[config.mk]
export PLATFORM = sky130hd
export DESIGN_NAME = incremental_adc_sequencer
export DESIGN_NICKNAME = d
export VERILOG_FILES = /design/src/design/incremental_adc_sequencer.v /design/src/design/os_clock_divider.v
export VERILOG_INCLUDE_DIRS = /design/src /design/src/design
export SDC_FILE = /design/constraint.sdc
export NUM_CORES = 1
export LEC_CHECK = 0
export ABC_AREA = 0
export BUFFER_PORTS_ARGS = -buffer_cell sky130_fd_sc_hd__buf_2
export CAP_MARGIN = 15
export CELL_PAD_IN_SITES_DETAIL_PLACEMENT = 1
export CELL_PAD_IN_SITES_GLOBAL_PLACEMENT = 2
export CORE_AREA = 3 3 191 193
export CTS_CLUSTER_DIAMETER = 200
export DETAILED_ROUTE_END_ITERATION = 10
export DIE_AREA = 0 0 194 196
export PLACE_DENSITY_LB_ADDON = 0.1
export SYNTH_ARGS = -nofsm -noshare
export SYNTH_HDL_FRONTEND = slang
export SYNTH_SLANG_ARGS = --single-unit
[constraint.sdc]
create_clock -name mclk_in -period 5.2 [get_ports mclk_in]
set_input_delay 0.26 -clock mclk_in [delete_from_list [all_inputs] [get_ports mclk_in]]
set_output_delay 0.26 -clock mclk_in [all_outputs]
set_load 0.01 [all_outputs]
[src/design/incremental_adc_regs.vh]
// Constants shared by the incremental converter sequencer and its clock divider.
// Assumes inclusion by bare name from files under design/.
`ifndef INCREMENTAL_ADC_REGS_VH
`define INCREMENTAL_ADC_REGS_VH

// Oscillator and slowest over-sampling rate, and the divide ratio between them.
`define OSC_FREQ_HZ        4000000
`define FS_SLOWEST_HZ      62500
`define OS_DIV_MAX         (`OSC_FREQ_HZ / `FS_SLOWEST_HZ)
`define OS_DIV_W           6

// Field widths of the configuration inputs.
`define CLK_SEL_W          2
`define OSR_CODE_W         3
`define NELC_CODE_W        2
`define BG_MODE_W          2

// Over-sampling ratio is two to the power of this base plus the code.
`define OSR_EXP_BASE       6'h03

// Bandgap reference state encodings.
`define BG_FORCE_HIGH      2'h0
`define BG_FORCE_LOW       2'h1
`define BG_TOGGLE_FULL     2'h2
`define BG_TOGGLE_HALF     2'h3

// Result register layout, reset value and saturation limits.
`define RESULT_W           16
`define RESULT_RESET       16'h0000
`define RESULT_MAX         16'h7FFF
`define RESULT_MIN         16'h8000

// Accumulator and counter widths.
`define ACC1_W             12
`define ACC2_W             22
`define SUM_W              26
`define WIDE_W             40
`define PER_CNT_W          11
`define ELEM_CNT_W         3

`endif

[src/design/incremental_adc_sequencer.v]
// Sequencer for an incremental over-sampling converter behind a gain chain.
// Assumes the modulator bit and oscillator arrive asynchronously and the
// trigger and configuration inputs come from logic clocked by mclk_in.
`timescale 1ns/1ps
`include "incremental_adc_regs.vh"

// Notes on behaviour
// - Either trigger input starts a new sequence.
// - Sequence is N elementary conversions plus quantization.
// - Each elementary conversion lasts OVERSAMPLE_RATIO plus one periods.
// - Result is mean of elementary results.
// - Offset polarity alternates between elementary conversions.
// - Bandgap forced high, low, or toggling.
// - Over-sampling clock divided from 4 MHz oscillator.
// - Ratio is two to power three-plus-code.
// - Conversion count is two to power code.
// - Resolution twice log2 ratio plus log2 count.
// - Total time is N(OVERSAMPLE_RATIO+1)+1 periods.
// - Result is saturated 16-bit two's complement.
// - Non-significant low bits forced to fixed pattern.
module incremental_adc_sequencer (
   input  wire                     mclk_in,
   input  wire                     reset_in,
   input  wire                     conversion_trigger_in,
   input  wire                     alt_conversion_trigger_in,
   input  wire [`CLK_SEL_W-1:0]    oversample_clock_select_in,
   input  wire [`OSR_CODE_W-1:0]   oversample_ratio_code_in,
   input  wire [`NELC_CODE_W-1:0]  elem_conversion_count_code_in,
   input  wire [`BG_MODE_W-1:0]    bandgap_mode_in,
   input  wire                     osc_4mhz_in,
   input  wire                     modulator_bit_in,
   output reg  [`RESULT_W-1:0]     conversion_result_out,
   output reg                      result_valid_out,
   output reg                      busy_out,
   output reg                      offset_polarity_out,
   output reg                      bandgap_state_out,
   output reg                      modulator_reset_out,
   output reg                      os_sample_out
);

   localparam ST_IDLE  = 2'h0;
   localparam ST_ELEM  = 2'h1;
   localparam ST_FINAL = 2'h2;
   localparam ST_DONE  = 2'h3;

   reg  [1:0]                 state_reg;
   reg  [`OSR_CODE_W-1:0]     osr_code_reg;
   reg  [`NELC_CODE_W-1:0]    nelc_code_reg;
   reg  [`BG_MODE_W-1:0]      bg_mode_reg;
   reg  [`PER_CNT_W-1:0]      per_cnt_reg;
   reg  [`ELEM_CNT_W-1:0]     elem_cnt_reg;
   reg  signed [`ACC1_W-1:0]  acc1_reg;
   reg  signed [`ACC2_W-1:0]  acc2_reg;
   reg  signed [`SUM_W-1:0]   sum_reg;
   reg  [`RESULT_W-1:0]       final_reg;
   reg                        bg_half_reg;
   reg                        mod_meta_reg;
   reg                        mod_sync_reg;
   wire                       os_tick;
   wire                       trigger;
   wire [`PER_CNT_W-1:0]      osr_value;
   wire [`ELEM_CNT_W-1:0]     elem_last;
   reg  signed [`ACC1_W-1:0]  step;
   reg  signed [`ACC1_W-1:0]  acc1_next;
   reg  signed [`WIDE_W-1:0]  wide;
   reg  signed [6:0]          shift;
   reg  [`RESULT_W-1:0]       sat;
   reg  [4:0]                 res_bits;

   // Resolution in bits for the given codes, capped by the result width.
   function [4:0] resolution;
      input [`OSR_CODE_W-1:0]  osr_code;
      input [`NELC_CODE_W-1:0] nelc_code;
      reg   [5:0]              raw;
      begin
         raw = 6'h02 * ({3'h0, osr_code} + `OSR_EXP_BASE) + {4'h0, nelc_code};
         resolution = (raw > `RESULT_W) ? 5'h10 : raw[4:0];
      end
   endfunction

   // Forces the bits below the resolution to a one followed by zeros.
   function [`RESULT_W-1:0] force_lsbs;
      input [`RESULT_W-1:0] value;
      input [4:0]           n_bits;
      reg   [`RESULT_W-1:0] mask;
      reg   [`RESULT_W-1:0] pattern;
      begin
         mask    = (16'hFFFF >> n_bits);
         pattern = (n_bits < 5'h10) ? ((mask >> 1) + 16'h0001) : 16'h0000;
         force_lsbs = (value & ~mask) | pattern;
      end
   endfunction

   os_clock_divider u_divider (
      .mclk_in         (mclk_in),
      .reset_in        (reset_in),
      .osc_in          (osc_4mhz_in),
      .clock_select_in (oversample_clock_select_in),
      .os_tick_out     (os_tick)
   );

   // Either trigger source starts a sequence, also in the middle of one.
   assign trigger   = conversion_trigger_in | alt_conversion_trigger_in;
   assign osr_value = 11'h008 << osr_code_reg;
   assign elem_last = (3'h1 << nelc_code_reg) - 3'h1;

   // Synchronise the modulator decision bit before anything reads it.
   always @(posedge mclk_in or posedge reset_in) begin
      if (reset_in) begin
         mod_meta_reg <= 1'b0;
         mod_sync_reg <= 1'b0;
      end else begin
         mod_meta_reg <= modulator_bit_in;
         mod_sync_reg <= mod_meta_reg;
      end
   end

   // Signed modulator step with the chopping sign applied, and the first integrator.
   always @* begin
      step = mod_sync_reg ? 12'sh001 : -12'sh001;
      if (offset_polarity_out)
         step = -step;
      acc1_next = acc1_reg + step;
   end

   // Scale the summed elementary results to the result width and saturate.
   always @* begin
      shift    = 7'sd2 * ($signed({4'h0, osr_code_reg}) + 7'sd3) + $signed({5'h0, nelc_code_reg}) - 7'sd16;
      wide     = {{(`WIDE_W-`SUM_W){sum_reg[`SUM_W-1]}}, sum_reg};
      if (shift >= 7'sd0)
         wide = wide >>> shift;
      else
         wide = wide <<< (-shift);
      if (wide > 40'sd32767)
         sat = `RESULT_MAX;
      else if (wide < -40'sd32768)
         sat = `RESULT_MIN;
      else
         sat = wide[`RESULT_W-1:0];
      res_bits = resolution(osr_code_reg, nelc_code_reg);
   end

   // Main sequence: elementary conversions, quantization step, result update.
   always @(posedge mclk_in or posedge reset_in) begin
      if (reset_in) begin
         state_reg             <= ST_IDLE;
         osr_code_reg          <= 3'h0;
         nelc_code_reg         <= 2'h0;
         bg_mode_reg           <= `BG_FORCE_HIGH;
         per_cnt_reg           <= 11'h000;
         elem_cnt_reg          <= 3'h0;
         acc1_reg              <= 12'sh000;
         acc2_reg              <= 22'sh00_0000;
         sum_reg               <= 26'sh000_0000;
         final_reg             <= `RESULT_RESET;
         bg_half_reg           <= 1'b0;
         conversion_result_out <= `RESULT_RESET;
         result_valid_out      <= 1'b0;
         busy_out              <= 1'b0;
         offset_polarity_out   <= 1'b0;
         bandgap_state_out     <= 1'b1;
         modulator_reset_out   <= 1'b1;
         os_sample_out         <= 1'b0;
      end else begin
         result_valid_out <= 1'b0;
         os_sample_out    <= 1'b0;
         if (trigger) begin
            // Ratio, count and bandgap settings are captured so a change mid-sequence cannot upset it; the clock select is not.
            state_reg           <= ST_ELEM;
            osr_code_reg        <= oversample_ratio_code_in;
            nelc_code_reg       <= elem_conversion_count_code_in;
            bg_mode_reg         <= bandgap_mode_in;
            per_cnt_reg         <= 11'h000;
            elem_cnt_reg        <= 3'h0;
            acc1_reg            <= 12'sh000;
            acc2_reg            <= 22'sh00_0000;
            sum_reg             <= 26'sh000_0000;
            bg_half_reg         <= 1'b0;
            busy_out            <= 1'b1;
            offset_polarity_out <= 1'b0;
            modulator_reset_out <= 1'b0;
            bandgap_state_out   <= (bandgap_mode_in != `BG_FORCE_LOW);
         end else begin
            case (state_reg)
               ST_IDLE: begin
                  busy_out            <= 1'b0;
                  modulator_reset_out <= 1'b1;
               end
               ST_ELEM: begin
                  if (os_tick) begin
                     os_sample_out <= 1'b1;
                     if (per_cnt_reg < osr_value) begin
                        // Second-order incremental integration over OVERSAMPLE_RATIO periods.
                        acc1_reg    <= acc1_next;
                        acc2_reg    <= acc2_reg + {{(`ACC2_W-`ACC1_W){acc1_next[`ACC1_W-1]}}, acc1_next};
                        per_cnt_reg <= per_cnt_reg + 11'h001;
                        modulator_reset_out <= (per_cnt_reg == osr_value - 11'h001);
                     end else begin
                        // Extra period ends the elementary conversion and dumps it.
                        sum_reg <= sum_reg + {{(`SUM_W-`ACC2_W){acc2_reg[`ACC2_W-1]}}, acc2_reg};
                        acc1_reg            <= 12'sh000;
                        acc2_reg            <= 22'sh00_0000;
                        per_cnt_reg         <= 11'h000;
                        offset_polarity_out <= ~offset_polarity_out;
                        bg_half_reg         <= ~bg_half_reg;
                        modulator_reset_out <= 1'b0;
                        if (bg_mode_reg == `BG_TOGGLE_FULL)
                           bandgap_state_out <= ~bandgap_state_out;
                        else if (bg_mode_reg == `BG_TOGGLE_HALF && bg_half_reg)
                           bandgap_state_out <= ~bandgap_state_out;
                        if (elem_cnt_reg == elem_last) begin
                           state_reg           <= ST_FINAL;
                           modulator_reset_out <= 1'b1;
                        end else begin
                           elem_cnt_reg <= elem_cnt_reg + 3'h1;
                        end
                     end
                  end
               end
               ST_FINAL: begin
                  // One quantization period closes the sequence.
                  if (os_tick) begin
                     os_sample_out <= 1'b1;
                     final_reg     <= force_lsbs(sat, res_bits);
                     state_reg     <= ST_DONE;
                  end
               end
               ST_DONE: begin
                  // Both bytes change in the same edge, then back to idle.
                  conversion_result_out <= final_reg;
                  result_valid_out      <= 1'b1;
                  busy_out              <= 1'b0;
                  state_reg             <= ST_IDLE;
               end
               default: begin
                  state_reg <= ST_IDLE;
               end
            endcase
         end
      end
   end

endmodule

[src/design/os_clock_divider.v]
// Over-sampling tick generator derived from the 4 MHz oscillator pin.
// Assumes the oscillator pin is asynchronous to mclk_in and much slower than it.
`timescale 1ns/1ps
`include "incremental_adc_regs.vh"

module os_clock_divider (
   input  wire                    mclk_in,
   input  wire                    reset_in,
   input  wire                    osc_in,
   input  wire [`CLK_SEL_W-1:0]   clock_select_in,
   output reg                     os_tick_out
);

   reg                  osc_meta_reg;
   reg                  osc_sync_reg;
   reg                  osc_prev_reg;
   reg [`OS_DIV_W-1:0]  div_cnt_reg;
   wire [`OS_DIV_W-1:0] div_last;
   wire                 osc_rise;

   // Last count of the slowest division, kept wide so the narrowing below is explicit.
   localparam [31:0]    DIV_FULL_LAST = `OS_DIV_MAX - 1;

   // Each select step halves the divide ratio: 64, 32, 16 or 8 oscillator periods.
   assign div_last = DIV_FULL_LAST[`OS_DIV_W-1:0] >> clock_select_in;
   assign osc_rise = osc_sync_reg & ~osc_prev_reg;

   // Two-stage synchroniser, then an edge detector fed by the second stage only.
   always @(posedge mclk_in or posedge reset_in) begin
      if (reset_in) begin
         osc_meta_reg <= 1'b0;
         osc_sync_reg <= 1'b0;
         osc_prev_reg <= 1'b0;
      end else begin
         osc_meta_reg <= osc_in;
         osc_sync_reg <= osc_meta_reg;
         osc_prev_reg <= osc_sync_reg;
      end
   end

   // Count oscillator edges and emit one mclk-wide tick per over-sampling period.
   always @(posedge mclk_in or posedge reset_in) begin
      if (reset_in) begin
         div_cnt_reg <= {`OS_DIV_W{1'b0}};
         os_tick_out <= 1'b0;
      end else begin
         os_tick_out <= 1'b0;
         if (osc_rise) begin
            if (div_cnt_reg >= div_last) begin
               div_cnt_reg <= {`OS_DIV_W{1'b0}};
               os_tick_out <= 1'b1;
            end else begin
               div_cnt_reg <= div_cnt_reg + 1'b1;
            end
         end
      end
   end

endmodule

== Yosys cells after proc, flatten, opt, wreduce, memory -nomap -nowiden ==
Index checks and enable logic that the tools add are counted.
W data, S select, Z words.
Operators by class
  add/subtract/negate cells: 16
  order comparisons: 7
  equal/unequal tests: 14
  shift-type cells: 6
  mux-type cells: 63
  bitwise gates (word level): 10
  reduce and logical (&&, ||, !) cells: 18
Operators by type and width (number)
  $mux W26: 4
  $mux W22: 4
  $mux W12: 6
  $mux W16: 3
  $mux W11: 4
  $gt A40 B16 Y1 const B: 1
  $lt A40 B16 Y1 const B: 1
  $mux W40: 1
  $sshl A26 B7 Y40: 1
  $sshr A26 B7 Y40: 1
  $mux W1: 27
  $add A26 B26 Y26: 1
  $add A22 B22 Y22: 1
  $add A15 B1 Y16 const B: 1
  $and A16 B16 Y16: 1
  $not A16 Y16: 1
  $or A16 B16 Y16: 1
  $shr A16 B5 Y16 const A: 1
  $mux W3: 5
  $add A12 B12 Y12: 1
  $add A5 B2 Y6: 2
  $neg A12 Y12: 1
  $add A11 B1 Y11 const B: 1
  $eq A11 B11 Y1: 1
  40 further kinds: 63
Storage, ports and cells
  register bits: 134
  bits of input ports: 15
  output and inout port bits: 22
  logic and storage cells: 159

== Logic depth before layout (Yosys ltp) ==
  depth in word-level cells: 11
  mapped depth: 24
  gate-level depth less buffers: 24

== By module ==
Synthesis repeated with hierarchy kept, for this count alone.
Second synthesis, totals
  cells, all modules: 1524
  area, all modules: 12789.8 um^2
By module, submodules not included
  incremental_adc_sequencer: times used 1, cells each 1473, area each 12266.8 um^2, sequential area each 3105.5 um^2
  os_clock_divider: times used 1, cells each 51, area each 523.0 um^2, sequential area each 250.2 um^2

== Worst setup path after synthesis ==
OpenSTA, ideal clock, no wires.
  path type: reg2reg
  from: reg offset_polarity_out
  to: reg acc2_reg[21]
  arrival time: 5038 ps
  path slack: 43 ps
  stages on the path, launching flop included: 23
  path buffers: 0
  period minus slack after synthesis: 5157 ps
  path through: dfrtp_1 > xor2_1 > inv_1 > ha_1 > a21o_1 > a21oi_1 > nor2b_1 > nor4_1 > o311ai_0 > a21o_1 > a21oi_1 > xnor2_1 > ha_1 > and3_1 > a21oi_1 > o21ai_0 > o311ai_0 > a31oi_1 > a21oi_1 > o21ba_2 > xnor2_1 > o21ai_0 > a21bo_2
On the way
  cells in the longest elaborated chain, start to end: 7
Ends and longest elaborated chain
  start, declared: RTL line incremental_adc_sequencer.v:35  | output reg offset_polarity_out,
  start signal, assigned: RTL line incremental_adc_sequencer.v:204  | offset_polarity_out <= ~offset_polarity_out;
  $mux W12: RTL line incremental_adc_sequencer.v:121  | if (offset_polarity_out)
  $add A12 B12 Y12: RTL line incremental_adc_sequencer.v:123  | acc1_next = acc1_reg + step;
  $add A22 B22 Y22: RTL line incremental_adc_sequencer.v:195  | acc2_reg <= acc2_reg + {{(`ACC2_W-`ACC1_W){acc1_next[`ACC1_W-1]}}, acc1_next};
  $mux W22: RTL line incremental_adc_sequencer.v:192  | if (per_cnt_reg < osr_value) begin
  $mux W22: RTL line incremental_adc_sequencer.v:190  | if (os_tick) begin
  $mux W22: RTL line incremental_adc_sequencer.v:184  | case (state_reg)
  $mux W22: RTL line incremental_adc_sequencer.v:167  | if (trigger) begin
  end signal, assigned: RTL line incremental_adc_sequencer.v:195
  end, declared: RTL line incremental_adc_sequencer.v:53  | reg signed [`ACC2_W-1:0] acc2_reg;
Every way passes these cells. The select of a mux whose other input is x is not followed.
A chain may end at the register's enable or synchronous reset.

== Worst setup path after layout ==
  from: reg osr_code_reg[0]
  to: reg final_reg[5]
On the way
  cells in the longest elaborated chain, start to end: 11
  elaborated cells on any way between the ends: 23
Ends and longest elaborated chain
  start, declared: RTL line incremental_adc_sequencer.v:47  | reg [`OSR_CODE_W-1:0] osr_code_reg;
  start signal, assigned: RTL line incremental_adc_sequencer.v:170  | osr_code_reg <= oversample_ratio_code_in;
  $add A3 B2 Y4: RTL line incremental_adc_sequencer.v:128  | shift = 7'sd2 * ($signed({4'h0, osr_code_reg}) + 7'sd3) + $signed({5'h0, nelc_code_reg}) - 7'sd16;
  $add A5 B2 Y6: RTL line incremental_adc_sequencer.v:76, incremental_adc_sequencer.v:128
  $sub A6 B5 Y7: RTL line incremental_adc_sequencer.v:128
  $neg A7 Y7: RTL line incremental_adc_sequencer.v:133  | wide = wide <<< (-shift);
  $sshl A26 B7 Y40: RTL line incremental_adc_sequencer.v:133
  $mux W40: RTL line incremental_adc_sequencer.v:130  | if (shift >= 7'sd0)
  $lt A40 B16 Y1: RTL line incremental_adc_sequencer.v:136  | else if (wide < -40'sd32768)
  $mux W16: RTL line incremental_adc_sequencer.v:136
  $mux W16: RTL line incremental_adc_sequencer.v:134  | if (wide > 40'sd32767)
  $and A16 B16 Y16: RTL line incremental_adc_sequencer.v:90  | force_lsbs = (value & ~mask) | pattern;
  $or A16 B16 Y16 (*): RTL line incremental_adc_sequencer.v:90
  end signal, assigned: RTL line incremental_adc_sequencer.v:155  | final_reg <= `RESULT_RESET;
  end signal, assigned: RTL line incremental_adc_sequencer.v:224  | final_reg <= force_lsbs(sat, res_bits);
  end, declared: RTL line incremental_adc_sequencer.v:55  | reg [`RESULT_W-1:0] final_reg;
Every way passes the cells marked *; elsewhere a longest branch is shown, timed or not.

==> results.md <==
- Status: finished, violations left
- Violated checks: negative hold slack
- Maximum vdd drop: between 0.2 and 0.25 mV
- Post-Synth XOR/XNOR Area: around 5.5%
- Kind of critical path: reg -> reg
- DR pass1 iterations: 5
- Max H-tree Level: 4
- Adder-Cell Fraction of Synth Area: under 10%
- Power per Cell Area: 361 mW/mm^2
- IO Count: 37
- Synth area leader: dfrtp_1
- Post-synth EDFFs: 0
- Share of layout cells above drive strength 1: between 10 and 15%
- Number of global-route vias before repair: about 12000
- DIE HEIGHT: about 200 um
- Hold Slack: -0.00632 ns
- Crit path largest cell delay: 0.60 ns
- Area delta synth->final: 12.7%
- Syn Nets: around 1600
- CTS tree: built
- CP Max Fanout: 33
- Final TNS setup: 0 ns
- Routed Antenna Nets: 0
- Startpoint Class: flip-flop
- CP max stage cell: mux4_2
- Most common cell in the netlist: nand2_1
- Clk sink count: between 100 and 150
- Crit path DAT: between 5 and 6 ns
- RD Place Congestion: between 0.9 and 1
- Synthesis-stage register bit count: 134
- Top FF cell, synth: dfrtp_1
- Min Clock Period, post-route: 4.94 ns
- Sequential cell area: roughly 0.0034 mm^2
- Layout Nets: 1629
- Asr flop ratio synth: 100%
- GRT Overall Usage: between 20% and 30%
- Min setup slack post-route: between 0.2 and 0.3 ns
- Final period util: 95.0%
- Final Skew: 0.00803 ns
- Port bufs: 36
- Compound-Gate Fraction of Synth Area: 22.0%
- Simple-gate area share of the yosys netlist: approximately a fifth
- Final Util: between 40 and 50%
- Root Driver: clkbuf_16
- Synth top area cells: dfrtp_1 26%, ha_1 8.4%, nand2_1 6.8%
- Multi-input logic area: just under 0.009 mm^2
- Worst Path Required: 5.50 ns
- Core area: about 0.035 mm^2
- First-pass GRT wire length: 69300 um
- Critical Path, Cell by Cell: inv_1, buf_4, ha_2, inv_1, ha_1, buf_12, mux4_2, mux2_2, nand2_1, o21ai_1, o21ai_1, a22oi_1, nor4b_1, o211ai_1, o31a_1, a2111oi_0, nor3_1
- Highest clock rate: 202 MHz
- YS warnings: 0
- Die area: between 0.03 and 0.04 mm^2
- Leakage power: 6.28 nW
- DRC viols: 0
- Initial antenna violation count: 0
- Top-area cell type share of the netlist area: 26.3%
- Vias per cell: between 5 and 6
- Post-Route WL: between 40000 and 50000 um
- Clock transition at path regs: 0.06 ns
- Routed length per placed instance: roughly 22 um
- Num rows: around 70
- Skew-Pair Late Insertion Delay: 0.44 ns
- Dpl hpwl: around 33000 um
- Worst Setup End Kind: flip-flop
- Setup WS pre-CTS: -0.116 ns
- Main combinational cell family by area after synthesis: compound AO/OA/AOI/OAI gates
- Final Hold Viols: 7
- GR Overflow Total: 0
- Syn Inst Count: 1504
- Post-synthesis mux area share: between 10% and 20%
- Register area share after synthesis: about a quarter
- Hold/Removal Path Class: in -> async
- Final setup violation count: 0
- Pins over their slew limit: 0
- Max Root-Sink Buffers: 2
- Layout fillers: between 4000 and 5000
- Max FFs per register: 26
- Die W: between 150 and 200 um
- Slew Limit Headroom: 20.6%
- Syn Area/Cell: 8.34 um^2
- Initial cell density of the core: between 30% and 40%
- Tightest Pin Transition: 1.16 ns
- Commonest cells post-synth: 228 x nand2_1, 132 x dfrtp_1, 111 x nor2_1
- Number of inserted diodes: 0
- Num CTS Buffers: 17
- Max-cap violation count: 0
- Iter 0 DRT Violations: ~620
- DR vias: ~12000
- Post-synth cell types: about 80
- Synthesized area: around 0.013 mm^2
- Largest net degree at the start of global routing: 86
==> kinds of logic (layout without fill, tap and decap cells) <==
| logic type | count (synthesis) | count (layout) |
|---|---|---|
| xor gates and xnor gates | 72 | 72 |
| and+or+nand+nor | 537 | 537 |
| AOI/OAI and AO/OA | 434 | 434 |
| buffers and inverters | 121 | 157 |
| DFF | 134 | 134 |
| adders and majority gates | 87 | 87 |
| muxes | 119 | 119 |
==> routing by layer <==
| layer | part of all wire [%] | global-route usage, % |
|---|---|---|
| met5 | 0 | 0 |
| met3 | 3.3 | 2.90 |
| met1 | 48 | 32.5 |
| met2 | 46 | 36.6 |
| met4 | 2.4 | 6.84 |
==> cell usage in the layout (no fill, tap or decap), types with 37 or more instances in the layout <==
cell	n
mux2i_1	53
buf_4	43
a21oi_1	96
nand3_1	52
nor2_1	111
ha_1	82
dfrtp_1	131
nand2_1	228
xnor2_1	37
o21ai_0	105
==> area by class of cell <==
cell class	instances	area share, %
clock buffers	21	3.33
well taps	455	4.03
multi-input cells	1249	62.0
flip-flops and latches	134	23.7
clock inverters	11	1.38
repair buffers	87	4.48
inverters	38	1.04
==> through the flow <==
step,std cells,power (W),area (um^2)
global route,1995,0.00548,14100
detailed placement,1959,0.00369,13400
CTS,1994,0.00512,14100
finish,1995,0.00511,14100
global placement,1959,0.00367,13400
floorplan,1504,0.00299,12500
==> report_power, final <==
part	internal, W	switching, W
clock	0.000891	0.000490
sequential	0.00114	0.000134
combinational	0.000956	0.00150
==> repair_timing <==
action | 4_1_cts | 5_1_grt
hold buffers | 3 | 0
pin swaps | 0 | 2
buffers inserted | 0 | 1
gates resized for setup | 2 | 11
endpoints found under the hold margin | 3 | 0
setup endpoints to repair | 1 | 3
==> final timing paths <==
kind	endpoint	cells after the start	slack [ns]	start
worst max-delay path	final_reg[5]	17	0.26	osr_code_reg[0]
worst min-delay path	bg_half_reg	2	-0.006	reset_in
worst max register to register	final_reg[5]	17	0.26	osr_code_reg[0]
worst min register to register	u_divider.osc_sync_reg	0	0.36	u_divider.osc_meta_reg
max in group asynchronous	conversion_result_out[7]	3	4.00	reset_in
min in group mclk_in	bg_mode_reg[1]	3	0.03	bandgap_mode_in[1]
==> worst max-delay path, delay by kind of cell, from the launching register on <==
kind            cells  cell delay [ns]
flops               1             0.48
buf+inv             4             0.57
compound gates      6             1.52
mux                 2             0.91
simple gates        3             0.65
fa+ha+maj           2             0.68
No activity file was read; power rests on OpenSTA's default activity.
